--- src/sar_consts.vh ---
// register offsets, field positions and timing constants of the converter control block
`ifndef SAR_CONSTS_VH
`define SAR_CONSTS_VH
`define OFS_CONTROL_A      12'h000
`define OFS_CLOCK_SELECT   12'h004
`define OFS_RESULT_HIGH    12'h008
`define OFS_RESULT_LOW     12'h00c
`define BIT_FORMAT         7
`define BIT_REFERENCE      6
`define BIT_CHAN_HI        4
`define BIT_CHAN_LO        2
`define BIT_GO             1
`define BIT_ENABLE         0
`define BIT_CLKSEL_HI      6
`define BIT_CLKSEL_LO      4
`define MASK_CONTROL_A     8'hdf
`define MASK_CLOCK_SELECT  8'h70
`define RESET_CONTROL      8'h00
`define CONV_PERIODS       4'hb
`define ABORT_PERIODS      4'h2
`define BIT_COUNT          4'ha
`define CHANNEL_LIMIT      3'h6
`define OSC_PERIOD_NS      2000
`define CLK_PERIOD_NS      25
`endif

--- src/sar_adc_control_sequencer.v ---
// sar converter control sequencer with apb register slave
//
// Functional notes
// - format bit 7: 1 right, 0 left justified
// - reference bit selects external pin or supply
// - channel field bits 4..2 selects inputs 0..6
// - writing go starts conversion; cleared on completion
// - go bit reads 1 while converting
// - enable bit 0 powers converter on or off
// - clock field bits 6..4 picks divider or oscillator
// - oscillator option independent clock, at most 500 kHz; the code instead divides pclk by OSC_DIV
// - unimplemented control bits read as zero
// - left layout: 9..2 high, 1..0 low 7..6
// - right layout: 9..8 high 1..0, 7..0 low
// - hold capacitor never discharged between conversions
// - completion clears go, sets flag, loads result
// - abort keeps result, waits two periods, reacquires
// - one conversion takes eleven conversion periods
// - oscillator source delays start one extra cycle
`include "sar_consts.vh"
`timescale 1ns/10ps
`default_nettype none
module sar_adc_control_sequencer #(
   parameter OSC_DIV = `OSC_PERIOD_NS / `CLK_PERIOD_NS
) (
   // apb
   input  wire        pclk,
   input  wire        presetn,
   input  wire        psel,
   input  wire        penable,
   input  wire        pwrite,
   input  wire [11:0] paddr,
   input  wire [31:0] pwdata,
   input  wire [3:0]  pstrb,
   output reg  [31:0] prdata,
   output reg         pready,
   output reg         pslverr,
   // analog front end
   input  wire        comparator_out,
   output reg         converter_enable,
   output reg         reference_select,
   output reg  [2:0]  channel_select,
   output reg         sample_enable,
   output reg  [9:0]  dac_code,
   output reg         completion_flag,
   input  wire        completion_flag_clear
);
   localparam [3:0] ST_IDLE  = 4'h1;
   localparam [3:0] ST_DELAY = 4'h2;
   localparam [3:0] ST_CONV  = 4'h4;
   localparam [3:0] ST_ABORT = 4'h8;

   reg  [7:0]  control_a_q;
   reg  [7:0]  clock_sel_q;
   reg  [9:0]  result_q;
   reg  [3:0]  state_q;
   reg  [3:0]  period_cnt_q;
   reg  [3:0]  bit_idx_q;
   reg  [9:0]  sar_q;
   reg  [15:0] div_cnt_q;
   reg  [15:0] div_lim;
   reg         comp_s1_q;
   reg         comp_s2_q;
   reg         clr_s1_q;
   reg         clr_s2_q;
   reg         clr_s3_q;
   wire        tick;
   wire        acc;
   wire        wr;
   wire        use_osc;
   wire [7:0]  rd_high;
   wire [7:0]  rd_low;
   wire        hit_ctl;
   wire        hit_clk;
   wire        hit_high;
   wire        hit_low;
   wire        done;
   reg  [7:0]  rd_byte;
   reg         rd_bad;

   function [15:0] divider_limit;
      input [2:0] sel;
      begin
         case (sel)
            3'h0:    divider_limit = 16'h0001;
            3'h4:    divider_limit = 16'h0003;
            3'h1:    divider_limit = 16'h0007;
            3'h5:    divider_limit = 16'h000f;
            3'h2:    divider_limit = 16'h001f;
            3'h6:    divider_limit = 16'h003f;
            default: divider_limit = OSC_DIV[15:0] - 16'h0001;
         endcase
      end
   endfunction

   // word offset match on the register address
   function addr_match;
      input [11:0] addr;
      input [11:0] ofs;
      begin
         addr_match = addr == ofs;
      end
   endfunction

   // byte view of the result for one half of the pair
   function [7:0] result_byte;
      input       right;
      input       high;
      input [9:0] res;
      begin
         if (right) begin
            result_byte = high ? {6'h00, res[9:8]} : res[7:0];
         end else begin
            result_byte = high ? res[9:2] : {res[1:0], 6'h00};
         end
      end
   endfunction

   // one approximation step: settle bit idx-1, try bit idx-2
   function [9:0] sar_step;
      input [9:0] sar;
      input [3:0] idx;
      input       keep;
      reg   [9:0] nxt;
      begin
         nxt = sar;
         if (!keep) begin
            nxt[idx - 4'h1] = 1'b0;
         end
         if (idx > 4'h1) begin
            nxt[idx - 4'h2] = 1'b1;
         end
         sar_step = nxt;
      end
   endfunction

   assign acc     = psel & penable;
   assign wr      = acc & pwrite & pstrb[0];
   assign use_osc = clock_sel_q[`BIT_CLKSEL_LO+1:`BIT_CLKSEL_LO] == 2'h3;
   // result layout by format bit
   assign rd_high = result_byte(control_a_q[`BIT_FORMAT], 1'b1, result_q);
   assign rd_low  = result_byte(control_a_q[`BIT_FORMAT], 1'b0, result_q);
   // register decode, shared by the write paths
   assign hit_ctl  = addr_match(paddr, `OFS_CONTROL_A);
   assign hit_clk  = addr_match(paddr, `OFS_CLOCK_SELECT);
   assign hit_high = addr_match(paddr, `OFS_RESULT_HIGH);
   assign hit_low  = addr_match(paddr, `OFS_RESULT_LOW);
   assign done     = state_q == ST_CONV && control_a_q[`BIT_ENABLE] && tick
                     && period_cnt_q == `CONV_PERIODS - 4'h1;

   always @* begin
      div_lim = divider_limit(clock_sel_q[`BIT_CLKSEL_HI:`BIT_CLKSEL_LO]);
   end

   // read multiplexer
   always @* begin
      rd_byte = 8'h00;
      rd_bad  = 1'b0;
      case (paddr)
         `OFS_CONTROL_A:    rd_byte = control_a_q & `MASK_CONTROL_A;
         `OFS_CLOCK_SELECT: rd_byte = clock_sel_q & `MASK_CLOCK_SELECT;
         `OFS_RESULT_HIGH:  rd_byte = rd_high;
         `OFS_RESULT_LOW:   rd_byte = rd_low;
         default:           rd_bad  = 1'b1;
      endcase
   end

   // conversion clock period tick, free running
   assign tick = (div_cnt_q == div_lim);
   always @(posedge pclk or negedge presetn) begin
      if (!presetn) begin
         div_cnt_q <= 16'h0000;
      end else if (tick || div_cnt_q > div_lim) begin
         div_cnt_q <= 16'h0000;
      end else begin
         div_cnt_q <= div_cnt_q + 16'h0001;
      end
   end

   // synchronisers
   always @(posedge pclk or negedge presetn) begin
      if (!presetn) begin
         comp_s1_q <= 1'b0;
         comp_s2_q <= 1'b0;
         clr_s1_q  <= 1'b0;
         clr_s2_q  <= 1'b0;
         clr_s3_q  <= 1'b0;
      end else begin
         comp_s1_q <= comparator_out;
         comp_s2_q <= comp_s1_q;
         clr_s1_q  <= completion_flag_clear;
         clr_s2_q  <= clr_s1_q;
         clr_s3_q  <= clr_s2_q;
      end
   end

   // apb read path
   always @(posedge pclk or negedge presetn) begin
      if (!presetn) begin
         prdata  <= 32'h00000000;
         pready  <= 1'b0;
         pslverr <= 1'b0;
      end else begin
         pready  <= psel & ~penable;
         pslverr <= 1'b0;
         prdata  <= 32'h00000000;
         if (psel && !penable) begin
            prdata  <= {24'h000000, rd_byte};
            pslverr <= rd_bad;
         end
      end
   end

   // completion flag: set wins over a clear in the same cycle
   always @(posedge pclk or negedge presetn) begin
      if (!presetn) begin
         completion_flag <= 1'b0;
      end else if (done) begin
         completion_flag <= 1'b1;
      end else if (clr_s2_q && !clr_s3_q) begin
         completion_flag <= 1'b0;
      end
   end

   // conversion clock select, reserved bits held at zero
   always @(posedge pclk or negedge presetn) begin
      if (!presetn) begin
         clock_sel_q <= `RESET_CONTROL;
      end else if (wr && pready && hit_clk) begin
         clock_sel_q <= pwdata[7:0] & `MASK_CLOCK_SELECT;
      end
   end

   // front end controls, registered copies of the control state
   always @(posedge pclk or negedge presetn) begin
      if (!presetn) begin
         converter_enable <= 1'b0;
         reference_select <= 1'b0;
         channel_select   <= 3'h0;
         sample_enable    <= 1'b0;
         dac_code         <= 10'h000;
      end else begin
         converter_enable <= control_a_q[`BIT_ENABLE];
         reference_select <= control_a_q[`BIT_REFERENCE];
         channel_select   <= (control_a_q[`BIT_CHAN_HI:`BIT_CHAN_LO] > `CHANNEL_LIMIT) ?
                             `CHANNEL_LIMIT : control_a_q[`BIT_CHAN_HI:`BIT_CHAN_LO];
         // sampler tracks between conversions, never discharged
         sample_enable    <= control_a_q[`BIT_ENABLE] & (state_q == ST_IDLE);
         dac_code         <= sar_q;
      end
   end

   // control registers and sequencer
   always @(posedge pclk or negedge presetn) begin
      if (!presetn) begin
         control_a_q      <= `RESET_CONTROL;
         result_q         <= 10'h000;
         state_q          <= ST_IDLE;
         period_cnt_q     <= 4'h0;
         bit_idx_q        <= 4'h0;
         sar_q            <= 10'h000;
      end else begin
         if (wr && pready && hit_high) begin
            if (control_a_q[`BIT_FORMAT]) begin
               result_q[9:8] <= pwdata[1:0];
            end else begin
               result_q[9:2] <= pwdata[7:0];
            end
         end
         if (wr && pready && hit_low) begin
            if (control_a_q[`BIT_FORMAT]) begin
               result_q[7:0] <= pwdata[7:0];
            end else begin
               result_q[1:0] <= pwdata[7:6];
            end
         end
         if (wr && pready && hit_ctl) begin
            // go only latched when enabled
            control_a_q <= pwdata[7:0] & `MASK_CONTROL_A
                           & {6'h3f, pwdata[`BIT_ENABLE] & control_a_q[`BIT_ENABLE], 1'b1};
            if (pwdata[`BIT_GO] && control_a_q[`BIT_ENABLE] && state_q == ST_IDLE) begin
               state_q      <= ST_DELAY;
               period_cnt_q <= 4'h0;
               bit_idx_q    <= `BIT_COUNT;
               sar_q        <= 10'h000;
            end
            if (!pwdata[`BIT_GO] && control_a_q[`BIT_GO] && (state_q == ST_CONV || state_q == ST_DELAY)) begin
               state_q      <= ST_ABORT;
               period_cnt_q <= 4'h0;
            end
         end
         case (state_q)
            ST_IDLE: begin
            end
            ST_DELAY: begin
               // one system cycle extra for oscillator source
               if (!use_osc || period_cnt_q != 4'h0) begin
                  state_q      <= ST_CONV;
                  period_cnt_q <= 4'h0;
                  sar_q        <= 10'h200;
               end else begin
                  period_cnt_q <= 4'h1;
               end
            end
            ST_CONV: begin
               if (!control_a_q[`BIT_ENABLE]) begin
                  state_q                <= ST_IDLE;
                  control_a_q[`BIT_GO]   <= 1'b0;
               end else if (tick) begin
                  period_cnt_q <= period_cnt_q + 4'h1;
                  if (period_cnt_q != 4'h0 && bit_idx_q != 4'h0) begin
                     // resolve one bit per period
                     sar_q <= sar_step(sar_q, bit_idx_q, comp_s2_q);
                     bit_idx_q <= bit_idx_q - 4'h1;
                  end
                  if (period_cnt_q == `CONV_PERIODS - 4'h1) begin
                     state_q              <= ST_IDLE;
                     control_a_q[`BIT_GO] <= 1'b0;
                     // last bit decision folded into the stored result
                     result_q             <= sar_step(sar_q, bit_idx_q, comp_s2_q);
                  end
               end
            end
            ST_ABORT: begin
               if (tick) begin
                  period_cnt_q <= period_cnt_q + 4'h1;
                  if (period_cnt_q == `ABORT_PERIODS - 4'h1) begin
                     state_q <= ST_IDLE;
                  end
               end
            end
            default: begin
               state_q <= ST_IDLE;
            end
         endcase
      end
   end
endmodule
`default_nettype wire

--- config.mk ---
export PLATFORM = sky130hd
export DESIGN_NAME = sar_adc_control_sequencer
export DESIGN_NICKNAME = d
export VERILOG_FILES = /design/src/sar_adc_control_sequencer.v
export VERILOG_INCLUDE_DIRS = /design/src
export SDC_FILE = /design/constraint.sdc
export NUM_CORES = 1
export LEC_CHECK = 0
export BUFFER_PORTS_ARGS = -buffer_cell sky130_fd_sc_hd__buf_2
export CORE_MARGIN = 3
export CORE_UTILIZATION = 45
export DETAILED_ROUTE_END_ITERATION = 6
export PLACE_DENSITY = 0.69
export SYNTH_ARGS = -nofsm -noshare
export SYNTH_HDL_FRONTEND = slang
export SYNTH_SLANG_ARGS = --single-unit
--- constraint.sdc ---
create_clock -name pclk -period 5.6 [get_ports pclk]
set_input_delay 0.56 -clock pclk [delete_from_list [all_inputs] [get_ports pclk]]
set_output_delay 0.56 -clock pclk [all_outputs]
set_load 0.005 [all_outputs]
==> metrics.md, run 1 <==
| Metric | Value |
|---|---|
| RSZ-0062 raised after global routing | `no` |
| Post-DRT Antenna Nets | `0` |
| Setup-failing EPs final | `0` |
| # IOs | `~110` |
| Largest net degree at the start of global routing | `63` |
| Final wirelength | `9900 um` |
| Vias in the first global route | `~3,400` |
| Internal power | `around 0.93 mW` |
| Critical path's largest stage delay | `between 0.7 and 0.8 ns` |
| Clock power share | `40.5%` |
| Die height | `~110 um` |
| Clk buf depth | `2` |
| Detail Placement HPWL | `~7300 um` |
| Ratio of cells with drive above 1 in the final layout | `a little under a fifth` |
| First-pass GRT wire length | `~17,000 um` |
| Critical path launch point | `clock_sel_q[4]$_DFFE_PN0P_` |
| Met1 Track Usage GR | `between 20% and 30%` |
| Yosys cell types | `62` |
| CTS resizes | `0` |
| Area leader, netlist | `dfrtp_1` |
| Post-CTS setup repair buffer count | `0` |
| Core box area | `between 9000 and 10,000 um2` |
| RR Endpoint | `result_q[6]$_DFF_PN0_` |
| GPL Wtd Cong | `about 0.89` |
| Max-cap violations | `0` |
| Clock buffer count from CTS | `9` |
| Layout Nets | `between 500 and 600` |
| Via count | `3,518` |
| Area fraction of the dominant cell type after synthesis | `48.0%` |
| Status | `finished clean` |
| Die X | `approximately 110 um` |
| Drt drc | `0` |
| Worst setup EP type | `flop` |
| Root Driver | `clkbuf_8` |
| Synthesized flop and latch total | `90` |
| Die ar. | `between 10,000 and 15,000 um2` |
| FF-to-FF Start | `clock_sel_q[4]$_DFFE_PN0P_` |
| Clock-pin slew on the worst setup and hold paths | `roughly 0.08 ns` |
| Critical Path Fanout Max | `19` |
| Critical Path RT | `between 5 and 6 ns` |
| Fmax | `around 0.36 GHz` |
| Sw power | `around 0.25 mW` |
| Clk_lat worst skew | `roughly 0.36 ns` |
| Final hold vios | `0` |
| Crit Path Class | `flop to flop` |
| Async SR Flop Fraction | `100%` |
| Seq/Total Area, Yosys | `48.6%` |
| Post-synth EDFFs | `0` |
| Largest cells by area after synthesis | `dfrtp_1, ha_1, buf_4` |
| Setup TNS | `0 ns` |
| Std cell rows | `36` |
| Synthesis Warnings | `0` |
| Part of the power in registers | `a little under three fifths` |
| R2R cell count | `7` |
| Crit path launch type | `flop` |
| H-tree depth | `3` |
| Initial Utilization | `between 40% and 50%` |
| Gate power share | `4.1%` |
| Hold WS | `between 0.1 and 0.15 ns` |
| PwrDens | `230 nW/um2` |
| GRT overflow | `0` |
| Min-delay worst type | `primary input to async pin` |
| Hold Buf Count CTS | `0` |
| Final period util | `49.9%` |
| Post-Syn Area | `4640 um2` |
| Initial antenna violation count | `0` |
| CP Cell Sequence | `nand3b_1 -> ha_1 -> and4b_1 -> nand4_1 -> or3_1 -> o21ai_0 -> o22ai_1` |
| Leakage dissipation | `~2.3 nW` |
| Slowest library cell on the worst path | `or3_1` |
| Final Max Tran Viols | `0` |
| Minimum clock period | `2.79 ns` |
| VDD IR-drop max | `0.131 mV` |
| Sink Count | `90` |
| Least-Margin Pin Slew | `around 1.0 ns` |
| Post-synth top flop | `dfrtp_1` |
| Met2 usage | `between 20% and 30%` |
| Busiest grt layer | `met2` |
| Syn avg cell area | `10.2 um2` |
| CTS tree | `built` |
| # diodes | `0` |
| Slew headroom | `approximately 30%` |
| Area Overhead vs Synth | `11.3%` |
| DR vias/cell | `around 5.4` |
| Detailed router's first-iteration violation count | `between 150 and 200` |
| GRT met3 Usage | `a little over 4%` |
| Gate count of the mapped netlist | `between 400 and 500` |
| Clock skew | `slightly above 0.009 ns` |
| DR WL/cell | `15.3 um` |
| Detailed Routing Iterations Pass 1 | `6` |
| Sw Ratio | `about a fifth` |
| GR Util All Layers | `between 10% and 20%` |
| Reg2reg setup slack | `2.81 ns` |
| Critical path arrival | `3.01 ns` |
| Port bufs | `54` |
## power by group through the flow
stage | sequential [mW] | clock [mW] | combinational (mW)
3_3_place_gp | 0.670 | 0 | 0.0477
2_1_floorplan | 0.670 | 0 | 0.0306
6_report | 0.657 | 0.479 | 0.0486
4_1_cts | 0.657 | 0.491 | 0.0488
5_1_grt | 0.658 | 0.525 | 0.0562
3_5_place_dp | 0.670 | 0 | 0.0488
## layout by cell type, fill, tap and decap left out, types with 18 or more instances in the layout
cell type,n
dfrtp_1,89
buf_2,53
nor2_1,41
conb_1,32
a21oi_1,30
o21ai_0,24
nand2_1,23
nand3_1,19
ha_1,18
## stage by stage
step	setup slack, ns	util [%]	instance area (um2)	instances	power, mW
6_report	2.81	52.1	5160	647	1.18
4_1_cts	2.78	52.1	5160	647	1.20
3_3_place_gp	2.87	49.8	4940	631	0.718
3_5_place_dp	2.79	49.8	4940	631	0.719
5_1_grt	2.52	52.1	5160	647	1.24
2_1_floorplan	3.37	-	4750	486	0.700
## metal layers
layer  vias up  wire [um]
li1       1688          -
met1      1709       4540
met2       104       4580
met3        17        556
met4         0        223
met5         -          0
## kinds of logic (layout without fill, tap and decap cells)
logic type,count (synthesis),after routing,share of synthesized area [%]
AND/OR/NAND/NOR,146,146,17.4
other,1,32,0.0809
buffers and inverters,56,84,6.66
flip-flops,90,90,48.6
multiplexers,16,16,3.80
AO/OA/AOI/OAI,118,118,16.7
XOR/XNOR,10,10,1.89
adder cells (fa/ha/maj),18,18,4.86
## registers in the layout (all words and copies together), names as in the netlist
register          cells
bit_idx_q             4
channel_select        3
clock_sel_q           3
clr_s1_q              1
clr_s2_q              1
clr_s3_q              1
comp_s1_q             1
comp_s2_q             1
completion_flag       1
control_a_q           7
converter_enable      1
dac_code             10
div_cnt_q            16
period_cnt_q          4
prdata                8
pready                1
pslverr               1
reference_select      1
result_q             10
sample_enable         1
sar_q                10
state_q               4
## Yosys cell counts (3+ instances only)
library cell,number
a22oi_1,7
a21oi_1,30
and3_1,7
mux2_2,13
xnor2_1,4
nor4_1,3
or2_2,3
o31ai_1,8
buf_2,4
o2bb2ai_1,10
mux2i_1,3
nand2b_1,6
nand2_1,23
xor2_1,6
o22ai_1,8
nor2b_1,10
o21ai_0,24
a21o_1,3
clkbuf_1,13
ha_1,18
or3_1,3
buf_4,25
inv_1,13
a31oi_1,4
nand4b_1,6
nand3b_1,3
nand3_1,19
or4_4,3
a2bb2oi_1,7
dfrtp_1,89
nor2_1,41
## final cells by class
class,instances,area [um2]
fillers,893,4750
repair buffers,55,280
flip-flops and latches,90,2250
clock inverters,5,77.6
inverters,13,48.8
multi-input cells,340,2190
clock buffers,11,141
well taps,133,166
## worst max-delay path by stage
stage	to	slack, ns	depth (start not counted)
detailed placement	result_q[1]$_DFF_PN0_	2.79	7
global route	result_q[5]$_DFF_PN0_	2.52	7
global placement	result_q[1]$_DFF_PN0_	2.87	7
finish	result_q[6]$_DFF_PN0_	2.81	7
floorplan	sar_q[9]$_DFF_PN0_	3.37	8
CTS	result_q[1]$_DFF_PN0_	2.78	7
## critical path: cells and delay by family, from the launching register on
| family | cells | cell delay, ns |
|---|---|---|
| AO/OA/AOI/OAI | 2 | 0.28 |
| adder cells (fa/ha/maj) | 1 | 0.31 |
| flip-flops | 1 | 0.46 |
| AND/OR/NAND/NOR | 4 | 1.58 |
No activity file was read; power rests on OpenSTA's default activity.
==> inputs of run 2 (changes only) <==
Settings changed: PLACE_DENSITY 0.69 to 0.72.
Clock period 5.6 ns to 2.3 ns, I/O delays scaled along.
==> metrics.md, run 2 (synthesized netlist as in run 1, its figures left out) <==
| Metric | Value |
|---|---|
| Status | `finished clean` |
| # IOs | `106 (unchanged)` |
| RSZ-0062 raised after global routing | `yes` |
| Clk buf depth | `2 (unchanged)` |
| Minimum clock period | `2.26 ns (-0.530 ns)` |
| GPL Wtd Cong | `0.910 (+2.4%)` |
| DR WL/cell | `15.6 um (+2.2%)` |
| Detail Placement HPWL | `7760 um (+5.8%)` |
| Critical Path RT | `2.54 ns (-3.28 ns)` |
| Leakage dissipation | `2.50 nW (+7.2%)` |
| Most common cell after layout, fill and taps aside | `dfrtp_1` |
| Final setup margin | `0.0379 ns (-2.77 ns)` |
| Die ar. | `11,600 um2 (unchanged)` |
| Crit path launch type | `flop` |
| Core box area | `9910 um2 (unchanged)` |
| Vias in the first global route | `3,440 (+2.0%)` |
| Area Overhead vs Synth | `18.8%` |
| CP delay by family, top | `simple AND/OR/NAND/NOR gates` |
| Std cell rows | `36 (unchanged)` |
| Setup-failing EPs final | `0 (unchanged)` |
| H-tree depth | `3 (unchanged)` |
| Die X | `108 um (unchanged)` |
| GRT overflow | `0 (unchanged)` |
| GR Util All Layers | `18.3% (-0.17 points)` |
| Largest net degree at the start of global routing | `39 (-38%)` |
| CTS tree | `built` |
| Most frequent cells in the layout | `dfrtp_1, buf_2, nor2_1` |
| Layout Nets | `610 (+4.8%)` |
| Bufs and invs on worst path | `2 (+2)` |
| Slew headroom | `66.3% (+36 points)` |
| Die height | `108 um (unchanged)` |
| Port bufs | `54 (unchanged)` |
| Ratio of cells with drive above 1 in the final layout | `24.7% (+6.0 points)` |
| Min-delay worst type | `primary input to flop` |
| Critical path's largest stage delay | `0.43 ns (-0.33 ns)` |
| Clock buffer count from CTS | `9 (unchanged)` |
| Final Max Tran Viols | `0 (unchanged)` |
| Clk_lat worst skew | `0.36 ns (about the same)` |
| VDD IR-drop max | `0.312 mV (+140%)` |
| Drt drc | `0 (unchanged)` |
| CP Cell Sequence | `nand3b_1 -> ha_1 -> and4b_1 -> nand4_1 -> buf_6 -> or3_4 -> buf_6 -> o31ai_1 -> o22ai_1` |
| Sink Count | `90 (unchanged)` |
| Worst setup EP type | `flop` |
| Initial Utilization | `46.8% (unchanged)` |
| Final hold vios | `0 (unchanged)` |
| Initial antenna violation count | `0 (unchanged)` |
| Final wirelength | `10,600 um (+6.6%)` |
| Least-Margin Pin Slew | `0.498 ns (-0.543 ns)` |
| PwrDens | `546 nW/um2 (+140%)` |
| Post-DRT Antenna Nets | `0 (unchanged)` |
| Detailed router's first-iteration violation count | `201 (+11%)` |
| DP Worst Slack | `-0.0640 ns (-2.86 ns)` |
| # diodes | `0 (unchanged)` |
| DR vias/cell | `5.41 (-0.52%)` |
| Final period util | `98.4% (+48 points)` |
| Critical Path Fanout Max | `6 (-13)` |
| Clock skew | `0.00754 ns (-0.00177 ns)` |
| Root Driver | `clkbuf_8` |
| Crit Path Class | `flop to flop` |
| Area post-placement | `5120 um2 (+3.7%)` |
| First-pass GRT wire length | `16,800 um (unchanged)` |
| Clock-pin slew on the worst setup and hold paths | `0.09 ns (about the same)` |
| Pwr Total | `3.00 mW (+150%)` |
| Max-cap violations | `0 (unchanged)` |
| Max FFs per register | `16 (unchanged)` |
| Via count | `3,651 (+3.8%)` |
| Detailed Routing Iterations Pass 1 | `5 (-1)` |
| Critical path arrival | `2.50 ns (-0.51 ns)` |
| Fmax | `0.442 GHz (+23%)` |
| CP most frequent cell | `buf_6` |
| Design area | `5510 um2 (+6.7%)` |
| Slowest library cell on the worst path | `dfrtp_1` |
| Setup TNS | `0 ns (unchanged)` |
| Biggest register | `div_cnt_q` |
## run 2: changes by cell type in the layout (fill, tap and decap cells not counted), sizes merged
cell and change:
clkinvlp +2, clkbuf -2, buf +25, dlygate4sd3 +3, clkinv -1, bufinv +1
## run 2: final timing paths
kind | cells past startpoint | to | slack [ns] | from
max | 9 | result_q[1]$_DFF_PN0_ | 0.04 | clock_sel_q[4]$_DFFE_PN0P_
min | 2 | pready$_DFF_PN0_ | 0.06 | penable
max reg2reg | 9 | result_q[1]$_DFF_PN0_ | 0.04 | clock_sel_q[4]$_DFFE_PN0P_
min reg2reg | 0 | comp_s2_q$_DFF_PN0_ | 0.36 | comp_s1_q$_DFF_PN0_
max in group asynchronous | 3 | state_q[0]$_DFF_PN1_ | 1.22 | presetn
min in group asynchronous | 2 | div_cnt_q[2]$_DFF_PN0_ | 0.39 | presetn
## run 2: layer usage
layer,up-vias,wire length (um),global-route usage [%]
met3,22,539,2.58
met5,-,0,0
met1,1770,4780,25.0
li1,1741,-,-
met2,118,5000,29.8
met4,0,239,6.67
## run 2: worst reg2reg max path, delay by kind of cell (launching register included)
kind            cells  cell delay (ns)
simple gates        4             0.92
flops               1             0.43
buf+inv             2             0.32
fa+ha+maj           1             0.29
compound gates      2             0.18
## run 2: what timing repair did
item	4_1_cts	5_1_grt
gates cloned	0	2
buffers inserted	1	1
endpoints found under the hold margin	38	0
hold buffers	3	0
resized for setup	0	27
pin swaps	1	5
setup endpoints to repair	22	33
## run 2: area by class of cell
cell class | instances | area [um2]
Fill cell | 862 | 4400
Multi-Input combinational cell | 340 | 2260
Inverter | 13 | 48.8
Clock buffer | 9 | 124
Tap cell | 133 | 166
Clock inverter | 7 | 118
Sequential cell | 90 | 2250
Timing Repair Buffer | 83 | 538
## run 2: metrics by stage
step / hold WS, ns / utilization, % / cells
5_1_grt: 0.0558 / 55.6 / 675
3_5_place_dp: 0.236 / 51.7 / 652
4_1_cts: 0.0454 / 54.5 / 672
6_report: 0.0564 / 55.6 / 675
3_3_place_gp: 0.230 / 51.7 / 652
2_1_floorplan: -0.0656 / - / 486
## run 2: power by group
part / switching, mW / total (mW) / internal [mW]
Clock: 0.556 / 1.28 / 0.719
Sequential: 0.00589 / 1.60 / 1.59
Combinational: 0.0849 / 0.129 / 0.0445
